===== src/inc/lpm_pkg.sv =====
// package: modes, register offsets, field positions and reset values
package lpm_pkg;

   // chip power modes, binary coded
   typedef enum logic [3:0] {
      MODE_RUN       = 4'h0,
      MODE_VLP_RUN   = 4'h1,
      MODE_WAIT      = 4'h2,
      MODE_STOP      = 4'h3,
      MODE_VLP_WAIT  = 4'h4,
      MODE_VLP_STOP  = 4'h5,
      MODE_LL_STOP   = 4'h6,
      MODE_LKG_3     = 4'h7,
      MODE_LKG_2     = 4'h8,
      MODE_LKG_1     = 4'h9,
      MODE_BACKUP    = 4'hA
   } mode_t;

   // register byte offsets
   localparam logic [7:0] CTRL_OFFS = 8'h00;
   localparam logic [7:0] STAT_OFFS = 8'h04;
   localparam logic [7:0] WAKE_OFFS = 8'h08;

   // control register fields
   localparam int TARGET_LSB = 0;
   localparam int SLOW_RUN_BIT = 4;
   localparam logic [3:0] TARGET_RST = 4'h2;

   // wake register fields
   localparam int WAKE_FLAG_BIT = 0;
   localparam int WAKE_RST_BIT = 1;

   // clock rates in MHz
   localparam int SYS_CLK_MHZ = 100;
   localparam int FLASH_SLOW_MHZ = 1;
   localparam int LP_OSC_MHZ = 2;
   localparam int FLASH_DIV = SYS_CLK_MHZ / FLASH_SLOW_MHZ;
   localparam int LP_DIV = SYS_CLK_MHZ / LP_OSC_MHZ;

   // cycles the reset request is held on a reset-path wake-up
   localparam int WAKE_RST_CYC = 16;

endpackage : lpm_pkg


===== src/logic/lpm_axil_slave.sv =====
// axi4-lite slave holding the control register, serving status and wake
`timescale 1ns/100ps
module lpm_axil_slave
   import lpm_pkg::*;
(
   input wire logic ref_clk,
   input wire logic rst_n,
   input wire logic [7:0] s_axi_awaddr,
   input wire logic s_axi_awvalid,
   output logic s_axi_awready,
   input wire logic [31:0] s_axi_wdata,
   input wire logic [3:0] s_axi_wstrb,
   input wire logic s_axi_wvalid,
   output logic s_axi_wready,
   output logic [1:0] s_axi_bresp,
   output logic s_axi_bvalid,
   input wire logic s_axi_bready,
   input wire logic [7:0] s_axi_araddr,
   input wire logic s_axi_arvalid,
   output logic s_axi_arready,
   output logic [31:0] s_axi_rdata,
   output logic [1:0] s_axi_rresp,
   output logic s_axi_rvalid,
   input wire logic s_axi_rready,
   input wire logic [31:0] stat_in,
   input wire logic wake_flag_in,
   output logic [4:0] ctrl_r,
   output logic wake_clr
);
   logic aw_got_r;
   logic w_got_r;
   logic [7:0] awaddr_r;
   logic [31:0] wdata_r;
   logic [3:0] wstrb_r;
   logic do_wr;

   assign s_axi_awready = !aw_got_r && !s_axi_bvalid;
   assign s_axi_wready = !w_got_r && !s_axi_bvalid;
   assign do_wr = aw_got_r && w_got_r && !s_axi_bvalid;

   // address and data latched independently, in either order
   always_ff @(posedge ref_clk) begin
      if (!rst_n) begin
         aw_got_r <= 1'b0;
         w_got_r <= 1'b0;
         awaddr_r <= 8'h00;
         wdata_r <= 32'h00000000;
         wstrb_r <= 4'h0;
      end else if (do_wr) begin
         aw_got_r <= 1'b0;
         w_got_r <= 1'b0;
      end else begin
         if (s_axi_awvalid && s_axi_awready) begin
            aw_got_r <= 1'b1;
            awaddr_r <= s_axi_awaddr;
         end
         if (s_axi_wvalid && s_axi_wready) begin
            w_got_r <= 1'b1;
            wdata_r <= s_axi_wdata;
            wstrb_r <= s_axi_wstrb;
         end
      end
   end

   // register write and write response
   always_ff @(posedge ref_clk) begin
      if (!rst_n) begin
         ctrl_r <= {1'b0, TARGET_RST};
         s_axi_bvalid <= 1'b0;
         s_axi_bresp <= 2'h0;
      end else begin
         if (do_wr) begin
            s_axi_bvalid <= 1'b1;
            s_axi_bresp <= 2'h0;
            if (awaddr_r[7:2] == CTRL_OFFS[7:2]) begin
               if (wstrb_r[0]) begin
                  ctrl_r <= wdata_r[4:0];
               end
            end else if (awaddr_r[7:2] != WAKE_OFFS[7:2] &&
                         awaddr_r[7:2] != STAT_OFFS[7:2]) begin
               s_axi_bresp <= 2'h2; // unmapped: slverr
            end
         end else if (s_axi_bready) begin
            s_axi_bvalid <= 1'b0;
         end
      end
   end

   // write-one-to-clear of the wake flag, one-cycle pulse
   always_ff @(posedge ref_clk) begin
      if (!rst_n) begin
         wake_clr <= 1'b0;
      end else begin
         wake_clr <= do_wr && awaddr_r[7:2] == WAKE_OFFS[7:2] &&
                     wstrb_r[0] && wdata_r[WAKE_FLAG_BIT];
      end
   end

   assign s_axi_arready = !s_axi_rvalid;

   // read path, answer one cycle after address is taken
   always_ff @(posedge ref_clk) begin
      if (!rst_n) begin
         s_axi_rvalid <= 1'b0;
         s_axi_rdata <= 32'h00000000;
         s_axi_rresp <= 2'h0;
      end else if (s_axi_arvalid && s_axi_arready) begin
         s_axi_rvalid <= 1'b1;
         s_axi_rresp <= 2'h0;
         case (s_axi_araddr[7:2])
            CTRL_OFFS[7:2]: s_axi_rdata <= {27'h0, ctrl_r};
            STAT_OFFS[7:2]: s_axi_rdata <= stat_in;
            WAKE_OFFS[7:2]: s_axi_rdata <= {31'h0, wake_flag_in};
            default: begin
               s_axi_rdata <= 32'h00000000;
               s_axi_rresp <= 2'h2;
            end
         endcase
      end else if (s_axi_rready) begin
         s_axi_rvalid <= 1'b0;
      end
   end
endmodule : lpm_axil_slave


===== src/logic/lpm_clk_div.sv =====
// enable-pulse generator dividing the system clock by a parameter
`timescale 1ns/100ps
module lpm_clk_div #(
   parameter int DIV = 50
) (
   input wire logic ref_clk,
   input wire logic rst_n,
   output logic tick_r
);
   logic [$clog2(DIV)-1:0] cnt_r;

   // free-running counter, one tick each DIV cycles
   always_ff @(posedge ref_clk) begin
      if (!rst_n) begin
         cnt_r <= '0;
         tick_r <= 1'b0;
      end else if (cnt_r == $bits(cnt_r)'(DIV - 1)) begin
         cnt_r <= '0;
         tick_r <= 1'b1;
      end else begin
         cnt_r <= cnt_r + 1'b1;
         tick_r <= 1'b0;
      end
   end
endmodule : lpm_clk_div


===== src/logic/low_power_mode_sequencer.sv =====
// low-power mode sequencer: mode state machine and power/clock controls
//
// Local design decisions: register access over AXI4-Lite and the register offsets.
`timescale 1ns/100ps
// Functional notes
// RL1 - slow run: flash 1 MHz, voltage detect off
// RL2 - slow run clocks from 2 MHz oscillator
// RL3 - slow wait: core sleeps, any irq runs
// RL4 - slow stop: clocks stopped, async wake controller
// RL5 - slow stop: detect off, listed peripherals, retention
// RL6 - leakage stop wakes through wake-unit isr
// RL7 - software keeps wake-unit interrupt unmasked
// RL8 - level stops wake via reset, flag set
// RL9 - level three keeps both sram blocks
// RL10 - level two: lower off, upper partial
// RL11 - level one: only register files kept
// RL12 - backup state: rtc, backup file; power-up (code turns lp_periph_en_r and reg_file_pwr_r off in backup)
// RL13 - wait-for-irq instruction enters wait/stop
// RL14 - software target mode chooses entered state
module low_power_mode_sequencer
   import lpm_pkg::*;
#(
   parameter int RST_CYC = WAKE_RST_CYC
) (
   input wire logic ref_clk,
   input wire logic rst_n,
   input wire logic [7:0] s_axi_awaddr,
   input wire logic s_axi_awvalid,
   output logic s_axi_awready,
   input wire logic [31:0] s_axi_wdata,
   input wire logic [3:0] s_axi_wstrb,
   input wire logic s_axi_wvalid,
   output logic s_axi_wready,
   output logic [1:0] s_axi_bresp,
   output logic s_axi_bvalid,
   input wire logic s_axi_bready,
   input wire logic [7:0] s_axi_araddr,
   input wire logic s_axi_arvalid,
   output logic s_axi_arready,
   output logic [31:0] s_axi_rdata,
   output logic [1:0] s_axi_rresp,
   output logic s_axi_rvalid,
   input wire logic s_axi_rready,
   input wire logic wait_for_irq_instr,
   input wire logic irq_pending,
   input wire logic wake_event,
   input wire logic power_good,
   output logic core_clk_en_r,
   output logic periph_clk_en_r,
   output logic lp_osc_sel_r,
   output logic clk_tick_r,
   output logic flash_slow_r,
   output logic flash_tick_r,
   output logic low_voltage_detect_en_r,
   output logic nested_irq_ctrl_en_r,
   output logic async_wake_irq_ctrl_en_r,
   output logic leakage_wakeup_unit_en_r,
   output logic lp_periph_en_r,
   output logic sram_upper_pwr_r,
   output logic sram_upper_part_pwr_r,
   output logic sram_lower_pwr_r,
   output logic reg_file_pwr_r,
   output logic main_pwr_r,
   output logic wake_irq_r,
   output logic wake_rst_req_r,
   output logic core_deep_sleep_r,
   output logic core_sleep_r
);
   mode_t mode_r;
   mode_t mode_nxt;
   mode_t run_mode;
   logic [4:0] ctrl_r;
   logic wake_clr;
   logic lp_tick;
   logic fl_tick;
   logic [7:0] rst_cnt_r;
   logic [31:0] stat;
   logic leak_stop;

   // register slave; control steers targets, status shows mode
   lpm_axil_slave u_regs (
      .ref_clk(ref_clk),
      .rst_n(rst_n),
      .s_axi_awaddr(s_axi_awaddr),
      .s_axi_awvalid(s_axi_awvalid),
      .s_axi_awready(s_axi_awready),
      .s_axi_wdata(s_axi_wdata),
      .s_axi_wstrb(s_axi_wstrb),
      .s_axi_wvalid(s_axi_wvalid),
      .s_axi_wready(s_axi_wready),
      .s_axi_bresp(s_axi_bresp),
      .s_axi_bvalid(s_axi_bvalid),
      .s_axi_bready(s_axi_bready),
      .s_axi_araddr(s_axi_araddr),
      .s_axi_arvalid(s_axi_arvalid),
      .s_axi_arready(s_axi_arready),
      .s_axi_rdata(s_axi_rdata),
      .s_axi_rresp(s_axi_rresp),
      .s_axi_rvalid(s_axi_rvalid),
      .s_axi_rready(s_axi_rready),
      .stat_in(stat),
      .wake_flag_in(wake_irq_r),
      .ctrl_r(ctrl_r),
      .wake_clr(wake_clr)
   );

   // 2 MHz tick standing in for the low-power oscillator
   lpm_clk_div #(.DIV(LP_DIV)) u_lp_div (
      .ref_clk(ref_clk),
      .rst_n(rst_n),
      .tick_r(lp_tick)
   );

   // 1 MHz flash access tick for the slow flash mode
   lpm_clk_div #(.DIV(FLASH_DIV)) u_fl_div (
      .ref_clk(ref_clk),
      .rst_n(rst_n),
      .tick_r(fl_tick)
   );

   assign stat = {20'h0, wake_rst_req_r, power_good, main_pwr_r,
                  core_clk_en_r, 4'h0, mode_r};
   assign run_mode = ctrl_r[SLOW_RUN_BIT] ? MODE_VLP_RUN : MODE_RUN;
   assign leak_stop = mode_r == MODE_LL_STOP || mode_r == MODE_LKG_3 ||
                      mode_r == MODE_LKG_2 || mode_r == MODE_LKG_1;

   // mode transitions
   always_comb begin
      mode_nxt = mode_r;
      case (mode_r)
         MODE_RUN, MODE_VLP_RUN: begin
            // target only sampled at instruction, so late writes are safe
            if (wait_for_irq_instr) begin // RL13
               case (mode_t'(ctrl_r[3:0])) // RL14
                  MODE_WAIT, MODE_STOP, MODE_LL_STOP, MODE_LKG_3,
                  MODE_LKG_2, MODE_LKG_1, MODE_BACKUP, MODE_VLP_WAIT,
                  MODE_VLP_STOP:
                     mode_nxt = mode_t'(ctrl_r[3:0]);
                  default: mode_nxt = MODE_WAIT;
               endcase
            end else begin
               mode_nxt = run_mode;
            end
         end
         MODE_WAIT, MODE_STOP: begin
            if (irq_pending) mode_nxt = MODE_RUN;
         end
         MODE_VLP_WAIT, MODE_VLP_STOP: begin
            if (irq_pending) mode_nxt = MODE_VLP_RUN; // RL3 RL4
         end
         MODE_LL_STOP: begin
            if (wake_event) mode_nxt = MODE_RUN; // RL6
         end
         MODE_LKG_3, MODE_LKG_2, MODE_LKG_1: begin
            if (wake_event) mode_nxt = MODE_RUN; // RL8
         end
         MODE_BACKUP: begin
            // only a returning main supply brings the chip back
            if (power_good) mode_nxt = MODE_RUN; // RL12
         end
         default: mode_nxt = MODE_RUN;
      endcase
   end

   always_ff @(posedge ref_clk) begin
      if (!rst_n) begin
         mode_r <= MODE_RUN;
      end else begin
         mode_r <= mode_nxt;
      end
   end

   // wake flag: set wins over software clear
   always_ff @(posedge ref_clk) begin
      if (!rst_n) begin
         wake_irq_r <= 1'b0;
      end else if (leak_stop && wake_event) begin
         wake_irq_r <= 1'b1; // RL6 RL8
      end else if (wake_clr) begin
         wake_irq_r <= 1'b0;
      end
   end

   // reset request held for a fixed count after a level-stop or backup wake
   always_ff @(posedge ref_clk) begin
      if (!rst_n) begin
         rst_cnt_r <= 8'h00;
         wake_rst_req_r <= 1'b0;
      end else if ((mode_r == MODE_LKG_3 || mode_r == MODE_LKG_2 ||
                    mode_r == MODE_LKG_1) && wake_event) begin
         rst_cnt_r <= 8'(RST_CYC - 1);
         wake_rst_req_r <= 1'b1; // RL8
      end else if (mode_r == MODE_BACKUP && power_good) begin
         rst_cnt_r <= 8'(RST_CYC - 1);
         wake_rst_req_r <= 1'b1; // RL12
      end else if (rst_cnt_r != 8'h00) begin
         rst_cnt_r <= rst_cnt_r - 8'h01;
      end else begin
         wake_rst_req_r <= 1'b0;
      end
   end

   // clocks and clock source
   always_ff @(posedge ref_clk) begin
      if (!rst_n) begin
         core_clk_en_r <= 1'b1;
         periph_clk_en_r <= 1'b1;
         lp_osc_sel_r <= 1'b0;
         clk_tick_r <= 1'b1;
         core_sleep_r <= 1'b0;
         core_deep_sleep_r <= 1'b0;
      end else begin
         core_clk_en_r <= mode_nxt == MODE_RUN || mode_nxt == MODE_WAIT ||
                          mode_nxt == MODE_VLP_RUN ||
                          mode_nxt == MODE_VLP_WAIT; // RL3 RL4
         periph_clk_en_r <= mode_nxt == MODE_RUN ||
                            mode_nxt == MODE_WAIT ||
                            mode_nxt == MODE_VLP_RUN ||
                            mode_nxt == MODE_VLP_WAIT; // RL4 RL9
         lp_osc_sel_r <= mode_nxt == MODE_VLP_RUN ||
                         mode_nxt == MODE_VLP_WAIT; // RL2 RL3
         // in slow run and slow wait the clock tick follows the 2 MHz tick; flash uses its 1 MHz tick
         clk_tick_r <= (mode_nxt == MODE_VLP_RUN ||
                        mode_nxt == MODE_VLP_WAIT) ? lp_tick : 1'b1; // RL2
         core_sleep_r <= mode_nxt == MODE_WAIT ||
                         mode_nxt == MODE_VLP_WAIT; // RL3
         core_deep_sleep_r <= mode_nxt == MODE_STOP ||
                              mode_nxt == MODE_VLP_STOP ||
                              mode_nxt == MODE_LL_STOP ||
                              mode_nxt == MODE_LKG_3 ||
                              mode_nxt == MODE_LKG_2 ||
                              mode_nxt == MODE_LKG_1; // RL4
      end
   end

   // flash mode, voltage detect, interrupt paths, peripherals
   always_ff @(posedge ref_clk) begin
      if (!rst_n) begin
         flash_slow_r <= 1'b0;
         flash_tick_r <= 1'b1;
         low_voltage_detect_en_r <= 1'b1;
         nested_irq_ctrl_en_r <= 1'b1;
         async_wake_irq_ctrl_en_r <= 1'b0;
         leakage_wakeup_unit_en_r <= 1'b0;
         lp_periph_en_r <= 1'b1;
      end else begin
         flash_slow_r <= mode_nxt == MODE_VLP_RUN ||
                         mode_nxt == MODE_VLP_WAIT; // RL1 RL3
         flash_tick_r <= (mode_nxt == MODE_VLP_RUN ||
                          mode_nxt == MODE_VLP_WAIT) ? fl_tick : 1'b1; // RL1
         // detector kept in normal stop, off in all slow modes
         low_voltage_detect_en_r <= mode_nxt == MODE_RUN ||
                                    mode_nxt == MODE_WAIT ||
                                    mode_nxt == MODE_STOP; // RL1 RL5
         nested_irq_ctrl_en_r <= mode_nxt == MODE_RUN ||
                                 mode_nxt == MODE_WAIT ||
                                 mode_nxt == MODE_VLP_RUN ||
                                 mode_nxt == MODE_VLP_WAIT; // RL3 RL4
         async_wake_irq_ctrl_en_r <= mode_nxt == MODE_STOP ||
                                     mode_nxt == MODE_VLP_STOP; // RL4
         leakage_wakeup_unit_en_r <= mode_nxt == MODE_LL_STOP ||
                                     mode_nxt == MODE_LKG_3 ||
                                     mode_nxt == MODE_LKG_2 ||
                                     mode_nxt == MODE_LKG_1; // RL6
         // timer, rtc, comparator, touch, dac, converter usable
         lp_periph_en_r <= mode_nxt != MODE_BACKUP; // RL5 RL9
      end
   end

   // power domains and memory retention
   always_ff @(posedge ref_clk) begin
      if (!rst_n) begin
         sram_upper_pwr_r <= 1'b1;
         sram_upper_part_pwr_r <= 1'b1;
         sram_lower_pwr_r <= 1'b1;
         reg_file_pwr_r <= 1'b1;
         main_pwr_r <= 1'b1;
      end else begin
         sram_upper_pwr_r <= !(mode_nxt == MODE_LKG_2 ||
                               mode_nxt == MODE_LKG_1 ||
                               mode_nxt == MODE_BACKUP); // RL9 RL10
         sram_upper_part_pwr_r <= !(mode_nxt == MODE_LKG_1 ||
                                    mode_nxt == MODE_BACKUP); // RL10 RL11
         sram_lower_pwr_r <= !(mode_nxt == MODE_LKG_2 ||
                               mode_nxt == MODE_LKG_1 ||
                               mode_nxt == MODE_BACKUP); // RL10 RL11
         reg_file_pwr_r <= mode_nxt != MODE_BACKUP; // RL11 RL12
         main_pwr_r <= mode_nxt != MODE_BACKUP; // RL12
      end
   end
endmodule : low_power_mode_sequencer


===== config.mk =====
export PLATFORM = sky130hd
export DESIGN_NAME = low_power_mode_sequencer
export DESIGN_NICKNAME = d
export VERILOG_FILES = /design/src/inc/lpm_pkg.sv /design/src/logic/lpm_axil_slave.sv /design/src/logic/lpm_clk_div.sv /design/src/logic/low_power_mode_sequencer.sv
export SDC_FILE = /design/constraint.sdc
export NUM_CORES = 1
export LEC_CHECK = 0
export BUFFER_PORTS_ARGS = -buffer_cell sky130_fd_sc_hd__buf_2
export CAP_MARGIN = 20
export CORE_AREA = 5 5 107 109
export DETAILED_ROUTE_END_ITERATION = 8
export DIE_AREA = 0 0 112 114
export GPL_TIMING_DRIVEN = 1
export SLEW_MARGIN = 30
export SYNTH_ARGS = -nofsm -noshare
export SYNTH_HDL_FRONTEND = slang
export SYNTH_SLANG_ARGS = --single-unit

===== constraint.sdc =====
create_clock -name ref_clk -period 2.2 [get_ports ref_clk]
set_clock_uncertainty 0.1 [all_clocks]
set_input_delay 0.44 -clock ref_clk [delete_from_list [all_inputs] [get_ports ref_clk]]
set_output_delay 0.44 -clock ref_clk [all_outputs]
set_load 0.02 [all_outputs]

==> results.md, run 1 <==
- Critical Path End: rst_cnt_r[3]$_SDFFE_PN0P_
- Post-CTS Hold Fix Bufs: 0
- Core area: roughly 11000 sq um
- Chip height: 114 um
- N_diodes: 0
- Pleak: ~1.7 nW
- Core Util, Final: ~37%
- Layout cells sized above 1: ~23%
- Synth Cell Area: between 3000 and 4000 sq um
- CTS tree: done
- Reg2Reg Depth: 5
- Comb power frac: a little under a fifth
- Crit path kind: reg -> reg
- Resize count post-CTS: 0
- CTS Buf Count: 9
- Register share of total power: around 45%
- Post-Synthesis Cells: 365
- Met3 wire length: 499 um
- Initial antenna violation count: 0
- Most frequent cell after synthesis: dfxtp_1
- Nets: 495
- Peak supply drop: between 300 and 400 uV
- Reg-to-reg endpoint: rst_cnt_r[3]$_SDFFE_PN0P_
- Routed vias/inst: 4.53
- Flop and latch count out of synthesis: 74
- Mean area per synthesized cell: ~9.1 sq um
- Clock tree sinks: between 70 and 80
- Post-synth EDFFs: 0
- Placer Congestion: around 0.8
- # DRC: 0
- Tot Pwr: between 3 and 4 mW
- Final hold violations: 0
- Die X: 112 um
- Max Slew Vio Count: 0
- Fmax: 483 MHz
- Clock share of power: 36.9%
- Maxcap violations: 0
- Tcrit/Tclk final: between 90% and 100%
- Share of the synthesized area in the top cell type: about 45%
- Worst hold path type: in -> reg
- Switching power total: around 0.92 mW
- Synth cell count leaders: dfxtp_1 (74), nor2_1 (65), buf_4 (31), mux2i_1 (20), nand2_1 (19)
- GRT Overall Usage: ~11%
- Fin area: approximately 3900 sq um
- Status: finished, final reports clean
- Worst-path clk slew: about 0.08 ns
- GR Overflow Total: 0
- Iter 0 DRT Violations: 110
- Hold WS: 0.176 ns
- Final setup fails: 0
- Area Growth Syn to Fin: 18.2%
- Fillers: between 1000 and 1500
- Met1 WL: ~3.4 mm
- Post-route minimum period: between 2 and 2.5 ns
- Setup crit start: rst_cnt_r[2]$_SDFFE_PN0P_
- Unrepaired setup endpoints after global routing: no
- Top Metal Used: met4
- Primary FF master, synth: dfxtp_1
- Worst Path Required: 2.33 ns
- H-tree depth: 3
- Area after DPL: ~3700 sq um
- Max_slew headroom: roughly 67%
- Pwr/cell area: roughly 870 nW/um^2
- Final wirelength: approximately 7.1 mm
- Met2 Wirelength: between 3 and 4 mm
- Yosys cell types: 50
- Beginning of the worst register-to-register path: rst_cnt_r[2]$_SDFFE_PN0P_
- Post-DRT Antenna Nets: 0
- CP startpoint kind: register
- Switching fraction of total power: a little over a quarter
- Cell row count: 38
- CTS Buffer Depth: 2
- Ys async rst share: 0%
- DR pass1 iterations: 4
- Critical path capture point type: register
- Synth warn: 0
- P_int: 2.48 mW
- Largest net degree at the start of global routing: 23
- Final setup TNS: 0 ns
- I/O pin count: between 100 and 150
- Worst-Margin Slew: approximately 0.49 ns
- Starting density of the core: between 30% and 40%
- Vias: roughly 2600
- First-pass GRT wire length: 11.7 mm
- Flop2flop setup slack: between 0.1 and 0.15 ns
- Buffers on Ports: between 60 and 70
- Post-synthesis sequential area ratio: between 40 and 50%
- Clock insertion delay at the later pin of the skew report: 0.35 ns
- DIE AREA: between 10000 and 15000 sq um
- Cell taking the most area after synthesis: dfxtp_1
- DR WL/cell: around 12 um
- Final HPWL DP: around 5.4 mm
- Vias in the first global route: 2478
- CP Data Arrival Time: about 2.2 ns
- Largest cells by area after synthesis: dfxtp_1 (45%), nor2_1 (7.4%), buf_4 (7.0%)
- Root buffer cell: clkbuf_8
- Worst Path Max Fanout: 7
-- cell type report --
| type | count | area, sq um | area share (%) |
|---|---|---|---|
| multi-input combinational | 258 | 1590 | 40.6 |
| sequential | 74 | 1480 | 37.8 |
| timing repair buffer | 73 | 388 | 9.90 |
| tap | 140 | 175 | 4.47 |
| clock buffer | 9 | 124 | 3.16 |
| clock inverter | 7 | 118 | 3.00 |
| inverter | 11 | 41.3 | 1.05 |
-- metrics by stage --
stage          worst slack, ns  instances
5_1_grt                 0.0117        572
3_5_place_dp             0.122        555
4_1_cts                  0.108        571
2_1_floorplan            0.251        389
3_3_place_gp             0.126        555
6_report                 0.131        572
-- cell usage in the layout (no fill, tap or decap), types with 2 or more instances in the layout --
cell type,instances
clkbuf_8,9
nand3_1,9
clkinv_2,2
xor2_1,6
nor3_1,8
mux2_2,4
mux2i_1,20
o22ai_1,2
xnor2_1,12
nor4b_1,2
nor4b_4,2
conb_1,25
a21oi_1,7
buf_2,64
a31oi_1,2
o21a_1,5
a22oi_1,4
clkinv_4,2
and3_1,2
o211a_1,2
nor2b_1,5
nor2_1,65
a211oi_1,3
buf_4,9
bufinv_16,3
and2_1,3
a32oi_1,5
dfxtp_1,74
nand2_1,19
o21ai_0,11
nand2b_1,2
nor4_1,7
nand3b_1,2
ha_1,5
inv_1,10
nand4b_1,3
-- worst min-delay path by stage --
stage / slack [ns] / endpoint / cells past startpoint / from
global placement: 0.34 / clk_tick_r$_SDFF_PN1_ / 2 / u_lp_div.tick_r$_SDFF_PN0_
CTS: 0.16 / u_regs.s_axi_rvalid$_SDFFE_PN0P_ / 2 / s_axi_rready
finish: 0.18 / u_regs.s_axi_rvalid$_SDFFE_PN0P_ / 2 / s_axi_rready
global route: 0.15 / u_regs.s_axi_rvalid$_SDFFE_PN0P_ / 2 / s_axi_rready
detailed placement: 0.33 / clk_tick_r$_SDFF_PN1_ / 2 / u_lp_div.tick_r$_SDFF_PN0_
floorplan: 0.30 / clk_tick_r$_SDFF_PN1_ / 2 / u_lp_div.tick_r$_SDFF_PN0_
-- state kept, by name, summed over array words and instances (netlist names), 4 cells and up --
name                flops
u_regs.s_axi_rdata      9
mode_r                  4
rst_cnt_r               8
u_regs.awaddr_r         6
u_fl_div.cnt_r          7
u_lp_div.cnt_r          6
u_regs.wdata_r          5
u_regs.ctrl_r           5
-- power groups by stage --
stage / sequential (mW) / combinational [mW] / clock (mW)
final: 1.51 / 0.635 / 1.26
after global routing: 1.53 / 0.703 / 1.36
after detailed placement: 1.54 / 0.632 / 0
after floorplan: 1.53 / 0.528 / 0
after global placement: 1.54 / 0.613 / 0
after CTS: 1.51 / 0.635 / 1.29
-- critical path, cell delays in order (launching register included) --
cell	delay, ns
dfxtp_1	0.35
or4_4	0.55
nor4b_4	0.49
nor4_1	0.12
xor2_1	0.16
o21a_1	0.18
-- metal layers --
metal,track usage [%],vias to the layer above
li1,-,1322
met1,14.1,1188
met2,17.9,73
met3,4.56,7
met4,3.13,0
met5,0,-
-- cells by family after synthesis --
logic type	share of synthesized area (%)
adders and majority gates	1.89
DFF	44.7
buffers and inverters	10.0
other	0.113
AOI/OAI and AO/OA	10.5
xor gates and xnor gates	4.75
muxes	7.40
and+or+nand+nor	20.7
-- timing repair --
action,CTS,global route
hold endpoints to repair,0,0
buffers inserted,0,1
setup endpoints to repair,0,1
Note: power is estimated with default switching activity, not from simulation.
==> run 2, diff against run 1 <==
Settings changed: CORE_AREA 5 5 107 109 to 2 2 104 106, DIE_AREA 0 0 112 114 to 0 0 106 108, PLACE_DENSITY set to 0.62.
==> run 2 against run 1 <==
Effect of this change:
- total power is 3.4% lower
- critical endpoint is now flash_slow_r$_SDFF_PN0_
- core utilization grew 0.73 points
- non-clock buffer count is the same
- hold slack worse by 0.011 ns
- combinational power shrank 0.8%
- global-route usage up 1.1 points
- die area fell by 10%
- clock power shrank 9.5%
- sequential power about the same
- design area decreased by 0.73%
==> results.md, run 2 (synthesis results as in run 1) <==
- GRT Overall Usage: 12.3% (+1.1 points)
- Commonest non-fill, non-tap cell in the layout: dfxtp_1
- Reg area: 1480 sq um (unchanged)
- Clock insertion delay at the later pin of the skew report: 0.35 ns (about the same)
- Pleak: 1.66 nW (-1.1%)
- Post-DRT Antenna Nets: 0 (unchanged)
- Tcrit/Tclk final: 94.8% (+0.72 points)
- Final worst setup slack: 0.115 ns (-0.0159 ns)
- Maxcap violations: 0 (unchanged)
- Commonest non-fill, non-tap cells in the layout: dfxtp_1 (74), nor2_1 (65), buf_2 (64), conb_1 (25), mux2i_1 (20)
- Cell row count: 37 (-2.6%)
- DIE AREA: 11400 sq um (-10%)
- Initial antenna violation count: 0 (unchanged)
- Unrepaired setup endpoints after global routing: no
- Vias: 2611 (+0.81%)
- Final wirelength: 6.88 mm (-3.5%)
- N_diodes: 0 (unchanged)
- Hold WS: 0.165 ns (-0.0106 ns)
- Vias in the first global route: 2366 (-4.5%)
- # DRC: 0 (unchanged)
- Routed vias/inst: 4.60 (+1.5%)
- Final HPWL DP: 5.04 mm (-6.5%)
- CTS Buf Count: 9 (unchanged)
- Worst-path clk slew: 0.08 ns (about the same)
- Largest registers: u_regs.s_axi_rdata x9, rst_cnt_r x8, u_fl_div.cnt_r x7
- I/O pin count: 124 (unchanged)
- Multi-input logic area: 1590 sq um (unchanged)
- Peak supply drop: 410 uV (+34%)
- Reg with most FFs: u_regs.s_axi_rdata
- Core area: 10200 sq um (-2.6%)
- Starting density of the core: 32.4% (+0.85 points)
- Nets: 495 (unchanged)
- Largest register FFs: 9 (unchanged)
- DR pass1 iterations: 5 (+1)
- Clock tree sinks: 74 (unchanged)
- Area Growth Syn to Fin: 17.3%
- Worst Path Required: 2.34 ns (about the same)
- Final hold violations: 0 (unchanged)
- Chip height: 108 um (-5.3%)
- Final setup fails: 0 (unchanged)
- H-tree depth: 3 (unchanged)
- Pwr/cell area: 845 nW/um^2 (-2.7%)
- Root buffer cell: clkbuf_8
- Worst Path Max Fanout: 12 (+5)
- CTS tree: done
- GR Overflow Total: 0 (unchanged)
- Max Slew Vio Count: 0 (unchanged)
- Layout cells sized above 1: 23.1% (unchanged)
- Iter 0 DRT Violations: 78 (-29%)
- Die X: 106 um (-5.4%)
- Worst hold path type: in -> reg
- Critical path capture point type: register
- Crit path kind: reg -> reg
- Status: finished, final reports clean
- CP startpoint kind: register
- Largest net degree at the start of global routing: 31 (+35%)
- Fmax: 480 MHz (-0.76%)
- Post-route minimum period: 2.09 ns (+0.0159 ns)
- First-pass GRT wire length: 11.2 mm (-4.3%)
- DR WL/cell: 12.1 um (-2.8%)
- CTS Buffer Depth: 2 (unchanged)
- Place WS: 0.0998 ns (-0.0217 ns)
- Buffers on Ports: 64 (unchanged)
- Placer Congestion: 0.777 (-1.5%)
- Fillers: 1059 (-4.3%)
- Final setup TNS: 0 ns (unchanged)
- CP Data Arrival Time: 2.23 ns (+0.03 ns)
==> run 2: where the power goes <==
part           leakage, nW  internal, mW  switching [mW]
Combinational        0.954         0.302           0.327
Sequential           0.603          1.43          0.0862
Clock                0.105         0.636           0.508
Total                 1.66          2.37           0.922
==> run 2: final timing paths <==
path / startpoint / to / slack, ns / cells past startpoint
worst min-delay path: s_axi_rready / u_regs.s_axi_rvalid$_SDFFE_PN0P_ / 0.17 / 2
worst min register to register: u_lp_div.tick_r$_SDFF_PN0_ / clk_tick_r$_SDFF_PN1_ / 0.34 / 2
worst max-delay path: mode_r[2]$_SDFF_PN0_ / flash_slow_r$_SDFF_PN0_ / 0.11 / 5
worst max register to register: mode_r[2]$_SDFF_PN0_ / flash_slow_r$_SDFF_PN0_ / 0.11 / 5
==> run 2: per-layer routing <==
layer	GRT usage [%]	wire [um]	up-vias	share of wire [%]
li1	-	-	1320	-
met5	0	0	-	0
met2	21.2	3300	82	48
met4	4.79	97	0	1.4
met3	3.62	386	8	5.6
met1	14.4	3100	1201	45
==> run 2: repair_timing <==
item,CTS,global route
setup buffers,0,1
resized for setup,0,0
setup endpoints to repair,0,4
hold buffers,0,0
hold endpoints to repair,0,0
==> run 2: through the flow <==
step	std cells	instance area, sq um	power [mW]	utilization, %
floorplan	389	3410	2.06	-
global placement	551	3660	2.15	35.8
detailed placement	551	3660	2.17	35.8
CTS	567	3880	3.33	37.9
global route	568	3890	3.46	38.0
finish	568	3890	3.29	38.0
==> run 2: layout make-up <==
class                           instances  share of cell area (%)
Multi-Input combinational cell        258                    40.9
Sequential cell                        74                    38.1
Timing Repair Buffer                   73                    9.97
Tap cell                              136                    4.37
Clock buffer                            9                    3.18
Clock inverter                          7                    2.41
Inverter                               11                    1.06
==> run 2: critical path, cell delays in order, from the launching register on <==
cell and delay, ns:
dfxtp_1 0.45, or3b_2 0.52, a211oi_1 0.35, a31o_2 0.23
nor3_1 0.09, o211a_1 0.24
